--- config.mk ---
export PLATFORM = sky130hd
export DESIGN_NAME = fpcex_exec
export DESIGN_NICKNAME = d
export VERILOG_FILES = /design/src/fpcex_cond.sv /design/src/fpcex_exec.sv
export SDC_FILE = /design/constraint.sdc
export NUM_CORES = 1
export LEC_CHECK = 0
export CORE_AREA = 2 2 253 255
export DETAILED_ROUTE_END_ITERATION = 10
export DIE_AREA = 0 0 255 257
export DONT_BUFFER_PORTS = 1
export PLACE_DENSITY = 0.45
export SETUP_SLACK_MARGIN = 0.1
export SLEW_MARGIN = 20
export SYNTH_ARGS = -nofsm -noshare
export SYNTH_HDL_FRONTEND = slang
export SYNTH_SLANG_ARGS = --single-unit
--- constraint.sdc ---
create_clock -name clock -period 2 [get_ports clock]
set_clock_uncertainty 0.1 [all_clocks]
set_input_delay 0.1 -clock clock [delete_from_list [all_inputs] [get_ports clock]]
set_output_delay 0.1 -clock clock [all_outputs]
set_load 0.02 [all_outputs]
--- src/fpcex_cond.sv ---
// Shared types and constants for the conditional execute block, plus the
// pure combinational condition evaluator. Assumes status arrives from flops.
package fpcex_pkg;
    localparam int REG_COUNT = 8;
    localparam int DATA_W = 32;
    localparam int INSTR_W = 32;
    localparam int ALU_OP_W = 14;
    localparam int COND_W = 5;
    localparam int SEL_W = 3;
    // Instruction field positions
    localparam int PREFIX_HI = 31;
    localparam int PREFIX_LO = 25;
    localparam int COND_HI = 24;
    localparam int COND_LO = 20;
    localparam int SRC_HI = 19;
    localparam int SRC_LO = 17;
    localparam int DST_HI = 16;
    localparam int DST_LO = 14;
    localparam int ALU_HI = 13;
    localparam int ALU_LO = 0;
    localparam logic [6:0] OPCODE_PREFIX = 7'h03;
    // Condition codes; bit 4 selects the complement
    localparam logic [3:0] CC_GT = 4'h0;
    localparam logic [3:0] CC_LT = 4'h1;
    localparam logic [3:0] CC_GE = 4'h2;
    localparam logic [3:0] CC_LE = 4'h3;
    localparam logic [3:0] CC_GL = 4'h4;
    localparam logic [3:0] CC_INF = 4'h5;
    localparam logic [3:0] CC_GLE = 4'h6;
    localparam logic [3:0] CC_OR = 4'h7;
    localparam logic [3:0] CC_EQ = 4'h8;
    localparam logic [3:0] CC_PL = 4'h9;
    localparam logic [3:0] CC_ERR = 4'hf;
    // Execution takes this many cycles when no wait state is inserted
    localparam int EXEC_CYCLES = 2;

    typedef struct packed {
        logic a;
        logic r;
        logic lr;
        logic i;
        logic n;
        logic z;
        logic v;
        logic c;
    } fpcex_ccr_t;

    typedef struct packed {
        logic unordered_test_flag;
        logic not_a_number_flag;
        logic signaling_not_number_flag;
        logic invalid_operation_flag;
        logic ovf;
        logic unf;
        logic dz;
        logic inexact_flag;
    } fpcex_er_t;

    typedef struct packed {
        logic sticky_invalid_op_flag;
        logic sovf;
        logic sunf;
        logic sdz;
        logic sinx;
    } fpcex_ier_t;

    localparam fpcex_ccr_t CCR_RESET = 8'h00;
    localparam fpcex_er_t ER_RESET = 8'h00;
    localparam fpcex_ier_t IER_RESET = 5'h00;
endpackage

`timescale 1ns/1ps

module fpcex_cond_eval (
    // Condition and status snapshot
    input wire logic [fpcex_pkg::COND_W-1:0] cond,
    input wire fpcex_pkg::fpcex_ccr_t cond_code_reg,
    input wire fpcex_pkg::fpcex_er_t er,
    // Evaluation result
    output logic condTrue,
    output logic nonAware,
    output logic condLegal
);
    import fpcex_pkg::*;

    logic baseTrue;
    logic baseLegal;
    wire complement = cond[4];
    wire [3:0] code = cond[3:0];
    wire gtExpr = er.not_a_number_flag | cond_code_reg.z | cond_code_reg.n;
    wire ltExpr = er.not_a_number_flag | cond_code_reg.z | ~cond_code_reg.n;
    wire geExpr = er.not_a_number_flag | (cond_code_reg.n & ~cond_code_reg.z);
    wire leExpr = er.not_a_number_flag | ~(cond_code_reg.n | cond_code_reg.z);
    wire glExpr = er.not_a_number_flag | cond_code_reg.z;
    wire errExpr = er.unordered_test_flag | er.signaling_not_number_flag | er.invalid_operation_flag | er.ovf | er.unf | er.dz;

    always_comb begin
        baseTrue = 1'b0;
        baseLegal = 1'b1;
        unique case (code)
            CC_GT: baseTrue = ~gtExpr;
            CC_LT: baseTrue = ~ltExpr;
            CC_GE: baseTrue = ~geExpr;
            CC_LE: baseTrue = ~leExpr;
            CC_GL: baseTrue = ~glExpr;
            CC_INF: baseTrue = cond_code_reg.i;
            CC_GLE, CC_OR: baseTrue = ~er.not_a_number_flag;
            CC_EQ: baseTrue = cond_code_reg.z;
            CC_PL: baseTrue = ~cond_code_reg.n;
            CC_ERR: begin
                baseTrue = errExpr;
                baseLegal = ~complement;
            end
            default: baseLegal = 1'b0;
        endcase
    end

    // Negated forms are the plain complement of the base relation
    assign condTrue = baseLegal & (complement ? ~baseTrue : baseTrue);
    assign condLegal = baseLegal;
    // Only the relational group and INF are blind to NaN; OR/UN test NaN directly
    assign nonAware = baseLegal & ~code[3] & (code != CC_OR);
endmodule

--- src/fpcex_exec.sv ---
// Top of the floating-point conditional execute block: decodes one word,
// tests the condition, then commits move, ALU result and status.
// Assumes the ALU result and status inputs are valid in the execute cycle.
`timescale 1ns/1ps

module fpcex_exec (
    // Clock and reset
    input wire logic clock,
    input wire logic rst_n,
    // Instruction issue
    input wire logic instrValid,
    input wire logic [fpcex_pkg::INSTR_W-1:0] instr,
    input wire logic dataWait,
    output logic busy,
    output logic done,
    output logic illegal,
    // Parallel ALU side
    output logic [fpcex_pkg::ALU_OP_W-1:0] aluOp,
    input wire logic [fpcex_pkg::DATA_W-1:0] aluResult,
    input wire fpcex_pkg::fpcex_ccr_t aluCcr,
    input wire fpcex_pkg::fpcex_er_t aluEr,
    output logic aluCommit,
    output logic [fpcex_pkg::DATA_W-1:0] aluDest,
    // Register file load and observation
    input wire logic regLoad,
    input wire logic [fpcex_pkg::SEL_W-1:0] regLoadSel,
    input wire logic [fpcex_pkg::DATA_W-1:0] regLoadData,
    input wire logic [fpcex_pkg::SEL_W-1:0] regReadSel,
    output logic [fpcex_pkg::DATA_W-1:0] regReadData,
    // Status registers
    output fpcex_pkg::fpcex_ccr_t condCodeReg,
    output fpcex_pkg::fpcex_er_t exceptionStatusReg,
    output fpcex_pkg::fpcex_ier_t stickyFlagReg,
    output logic condResult
);
    import fpcex_pkg::*;

    typedef enum logic [1:0] {
        FPCEX_IDLE = 2'b00,
        FPCEX_EVAL = 2'b01,
        FPCEX_EXEC = 2'b10
    } fpcex_state_t;

    fpcex_state_t state;
    fpcex_state_t next_state;
    logic [DATA_W-1:0] regs [REG_COUNT];
    logic [SEL_W-1:0] srcSel;
    logic [SEL_W-1:0] dstSel;
    logic passLatched;
    logic uncLatched;
    logic evalTrue;
    logic evalNonAware;
    logic evalLegal;

    // Field decode of the incoming word
    wire [6:0] prefixField = instr[PREFIX_HI:PREFIX_LO];
    wire [COND_W-1:0] condField = instr[COND_HI:COND_LO];
    wire [SEL_W-1:0] srcField = instr[SRC_HI:SRC_LO];
    wire [SEL_W-1:0] dstField = instr[DST_HI:DST_LO];
    wire [ALU_OP_W-1:0] aluField = instr[ALU_HI:ALU_LO];

    // Evaluated against current status, before this word's ALU result lands
    fpcex_cond_eval u_eval (
        .cond(condField),
        .cond_code_reg(condCodeReg),
        .er(exceptionStatusReg),
        .condTrue(evalTrue),
        .nonAware(evalNonAware),
        .condLegal(evalLegal)
    );

    wire prefixOk = (prefixField == OPCODE_PREFIX);
    wire accept = (state == FPCEX_IDLE) && instrValid;
    wire acceptGood = accept && prefixOk && evalLegal;
    // NaN seen by a relation that cannot report unordered
    wire uncEvent = evalNonAware & exceptionStatusReg.not_a_number_flag;
    wire execStep = (state == FPCEX_EXEC) && !dataWait;
    wire commitGo = execStep && passLatched;

    always_comb begin
        next_state = state;
        unique case (state)
            FPCEX_IDLE: if (acceptGood) next_state = FPCEX_EVAL;
            FPCEX_EVAL: next_state = FPCEX_EXEC;
            FPCEX_EXEC: if (!dataWait) next_state = FPCEX_IDLE;
            default: next_state = FPCEX_IDLE;
        endcase
    end

    always_ff @(posedge clock or negedge rst_n) begin
        if (!rst_n) begin
            state <= FPCEX_IDLE;
        end else begin
            state <= next_state;
        end
    end

    // Latch the decoded word and the test outcome at issue
    always_ff @(posedge clock or negedge rst_n) begin
        if (!rst_n) begin
            srcSel <= '0;
            dstSel <= '0;
            aluOp <= '0;
            passLatched <= 1'b0;
            uncLatched <= 1'b0;
            condResult <= 1'b0;
        end else if (acceptGood) begin
            srcSel <= srcField;
            dstSel <= dstField;
            aluOp <= aluField;
            passLatched <= evalTrue;
            uncLatched <= uncEvent;
            condResult <= evalTrue;
        end
    end

    always_ff @(posedge clock or negedge rst_n) begin
        if (!rst_n) begin
            illegal <= 1'b0;
            done <= 1'b0;
            aluCommit <= 1'b0;
        end else begin
            illegal <= accept && !(prefixOk && evalLegal);
            done <= execStep;
            aluCommit <= commitGo;
        end
    end

    // Register file; a 0-to-0 move is a harmless self copy
    always_ff @(posedge clock or negedge rst_n) begin
        if (!rst_n) begin
            for (int k = 0; k < REG_COUNT; k++) begin
                regs[k] <= '0;
            end
        end else if (commitGo) begin
            regs[dstSel] <= regs[srcSel];
        end else if (regLoad && state == FPCEX_IDLE) begin
            regs[regLoadSel] <= regLoadData;
        end
    end

    always_ff @(posedge clock or negedge rst_n) begin
        if (!rst_n) begin
            regReadData <= '0;
            aluDest <= '0;
        end else begin
            regReadData <= regs[regReadSel];
            if (commitGo) begin
                aluDest <= aluResult;
            end
        end
    end

    // Status commit; false condition leaves all but the unordered side effect
    always_ff @(posedge clock or negedge rst_n) begin
        if (!rst_n) begin
            condCodeReg <= CCR_RESET;
            exceptionStatusReg <= ER_RESET;
            stickyFlagReg <= IER_RESET;
        end else if (execStep) begin
            if (passLatched) begin
                condCodeReg <= aluCcr;
                exceptionStatusReg <= aluEr;
                // The ALU never owns the unordered-test bit
                exceptionStatusReg.unordered_test_flag <= exceptionStatusReg.unordered_test_flag | uncLatched;
                stickyFlagReg.sinx <= stickyFlagReg.sinx | aluEr.inexact_flag;
                stickyFlagReg.sdz <= stickyFlagReg.sdz | aluEr.dz;
                stickyFlagReg.sunf <= stickyFlagReg.sunf | aluEr.unf;
                stickyFlagReg.sovf <= stickyFlagReg.sovf | aluEr.ovf;
                stickyFlagReg.sticky_invalid_op_flag <= stickyFlagReg.sticky_invalid_op_flag | aluEr.invalid_operation_flag | aluEr.signaling_not_number_flag
                    | uncLatched;
            end else if (uncLatched) begin
                exceptionStatusReg.unordered_test_flag <= 1'b1;
                stickyFlagReg.sticky_invalid_op_flag <= 1'b1;
            end
        end
    end

    assign busy = (state != FPCEX_IDLE);
endmodule

==> results by group <==
Drt
  • DRT iter0 DRCs: between 1k and 1.5k
  • Wire length per cell: roughly 26 µm
  • WL final: approximately 66000 µm
  • DR vias: 14.2k
  • Vias per cell: 5.60
  • DRT antenna net count: 0
  • First-pass detailed-route iteration total: 5
  • Residual DRC: 0

Timing
  • RSZ-0062 raised after global routing: yes
  • Final worst slack: -0.0864 ns
  • Fin. Hold Viols: 400
  • Fmax: 479 MHz
  • Setup violators final: 50
  • Period utilization: 1.04
  • Post-layout min period: between 2 and 2.5 ns
  • Worst slew pin tran: ~1.3 ns
  • Slew HR: 0.106
  • Worst Hold Margin: -0.856 ns
  • Final Slew Violations: 0
  • Setup Total Neg Slack: -1.51 ns

Floorplan
  • Core footprint: between 0.06 and 0.07 mm²
  • Starting Density: 0.297
  • Die ar.: 0.0655 mm²
  • Die H: approximately 260 µm
  • Die width: approximately 260 µm
  • Row count: just over 90
  • Number of I/O pins: 227

Pwr
  • Max IR drop VDD: about 0.58 mV
  • PwrDens: between 900 and 1000 mW/mm²
  • Combinational share of power: 0.193
  • LEAKAGE: around 9.9 nW
  • Tot Pwr: ~22 mW
  • P_sw: 6.14 mW
  • Sw Ratio: 0.283
  • Clk pwr share: 0.366
  • Sequential Power Share: 0.441
  • Internal Power: roughly 16 mW

Clock tree
  • Number of CTS-inserted buffers: 44
  • H-tree depth: 2
  • CTS Hold Bufs: around 120
  • Root buf cell: clkbuf_16
  • Clk buf depth: 3
  • CTS Sinks: 368
  • Clk slew on worst S/H paths: roughly 0.06 ns
  • Clk Latency, worst-skew pair: between 0.5 and 0.6 ns
  • CTS tree: built

Cells and area
  • Layout Cells excl Fill: 2529
  • Final Cell Area: ~0.024 mm²
  • Area growth syn-to-layout: 26.7%
  • Nets@finish: between 1.5k and 2k
  • Finished Core Util: 0.376
  • Layout cells sized above 1: 0.313

Critical path
  • Max FO, Critical Path: 8
  • Worst path bufs/invs: 2
  • CP required: 2.34 ns
  • Worst R2R Setup Slack: -0.09 ns
  • Crit path DAT: between 2 and 2.5 ns
  • Crit. End Element: register
  • Critical-path cell list: buf_12 > buf_16 > mux4_2 > mux2i_4 > o21ai_1 > mux2_4
  • Crit path launch type: register
  • Critical path type: register to register
  • Critical-path top delay cell: mux4_2
  • Largest stage delay, worst path: between 0.5 and 0.6 ns
  • Crit path max-delay family: multiplexers

Synth
  • EDFF count, synth: 0
  • Synthesized area: about 0.019 mm²
  • Synth Instances: 1510
  • Post-synth ARST share: 1.00
  • Mean Syn Cell Area: about 12 µm²
  • Synth top area share: 0.495
  • Leading cell type by number of instances after synthesis: dfrtp_1
  • Synthesized flop and latch total: around 370
  • Main synth FF type: dfrtp_1
  • Synth area leader: dfrtp_1
  • Register area share after synthesis: 0.495
  • Mapped Nets: between 1.5k and 2k
  • Top cells by count, synth: dfrtp_1, o21ai_0, a22oi_1
  • Synth area leaders: dfrtp_1, mux4_2, a22oi_1
  • Synth warn: 0
  • Distinct cell type count of the synthesized netlist: slightly below 50

GRT
  • Initial antenna violation count: 6
  • GRT Total Usage: 0.204
  • First-pass GRT wire length: 100000 µm
  • Largest net degree at the start of global routing: 369
  • Vias in the first global route: between 10k and 15k
  • Gr ovfl total: 0

Job
  • Max_cap viols: 0

Place
  • Dpl cell area: 0.0206 mm²
  • Dpl ws: -0.181 ns
  • Post-DP HPWL: between 30000 and 40000 µm
  • Routability-driven placement congestion ratio: ~0.78
  • PortBufs: 0
  • Placed insts: roughly 2.3k

Outcome
  • Violated checks: negative hold slack, negative setup slack
  • Outcome: finished with violations

Worst hold path
  • Hold WC Path Type: primary input to async pin
-- path summary, 6_finish.rpt --
kind / startpoint / endpoint / cells past startpoint
worst max-delay path: srcSel[0]$_DFFE_PN0P_ / regs[198]$_DFFE_PN0P_ / 6
worst min-delay path: rst_n / regReadData[6]$_DFF_PN0_ / 0
worst min register to register: uncLatched$_DFFE_PN0P_ / uncLatched$_DFFE_PN0P_ / 2
worst max register to register: srcSel[0]$_DFFE_PN0P_ / regs[198]$_DFFE_PN0P_ / 6
max in group asynchronous: rst_n / regReadData[17]$_DFF_PN0_ / 0
min in group clock: regReadSel[1] / regReadData[3]$_DFF_PN0_ / 2
-- repair_timing --
item	4_1_cts	5_1_grt
buffers inserted	4	0
gates cloned	1	0
gates resized for setup	108	24
setup endpoints to repair	256	269
endpoints found under the hold margin	735	400
pin swaps	49	6
-- sequential cells by signal, summed over array words and instances (netlist names), 2 cells and up --
| name | cells |
|---|---|
| regs | 256 |
| aluDest | 32 |
| exceptionStatusReg | 8 |
| condCodeReg | 8 |
| stickyFlagReg | 5 |
| dstSel | 3 |
| srcSel | 3 |
| state | 2 |
| aluOp | 14 |
| regReadData | 32 |
-- logic make-up (layout without fill, tap and decap cells) --
kind of cell              after synthesis  after routing  share of synthesized area
AOI/OAI and AO/OA                     502            502                      0.168
xor gates and xnor gates                2              2                   0.000941
buffers and inverters                 169            341                     0.0412
DFF                                   368            368                      0.495
muxes                                 245            245                      0.241
other                                   0              1                          0
and+or+nand+nor                       224            224                     0.0536
-- cell type report --
class                   count  area (µm²)
inverters                   5        21.3
multi-input cells         973        9090
well taps                 846        1060
clock inverters            13         126
repair buffers            259        2790
diodes                      1        2.50
clock buffers              64        1270
fillers                  6010       39200
flip-flops and latches    368        9220
-- cells in the final DEF, fill, tap and decap left out, types with 6 or more instances in the layout --
| master | Yosys | final |
|---|---|---|
| a22oi_1 | 224 | 224 |
| buf_12 | 0 | 33 |
| buf_4 | 7 | 89 |
| buf_6 | 5 | 15 |
| clkbuf_1 | 86 | 12 |
| clkbuf_16 | 0 | 45 |
| clkbuf_8 | 0 | 7 |
| clkinv_2 | 0 | 8 |
| dfrtp_1 | 368 | 363 |
| dlygate4sd3_1 | 0 | 115 |
| mux2_2 | 69 | 66 |
| mux2_4 | 15 | 18 |
| mux2i_4 | 18 | 32 |
| mux4_2 | 128 | 128 |
| nand2_1 | 182 | 182 |
| nand2b_1 | 7 | 7 |
| nor2_1 | 7 | 6 |
| o21ai_0 | 248 | 163 |
| o21ai_1 | 12 | 55 |
| o21ai_2 | 0 | 40 |
-- metal layers --
metal,GRT usage,share of wire,routed length (µm)
met5,0,0.00082,54
met4,0.0603,0.025,1630
met3,0.0417,0.066,4360
met2,0.326,0.48,31700
met1,0.279,0.43,28200
-- power groups by stage --
stage	Clock (mW)	Sequential [mW]	Combinational (mW)
detailed placement	0	9.67	3.67
global placement	0	9.65	3.60
finish	7.95	9.58	4.18
CTS	8.20	9.55	4.17
floorplan	0	9.37	2.91
global route	8.50	9.71	4.53
Note: power is estimated with default switching activity, not from simulation.
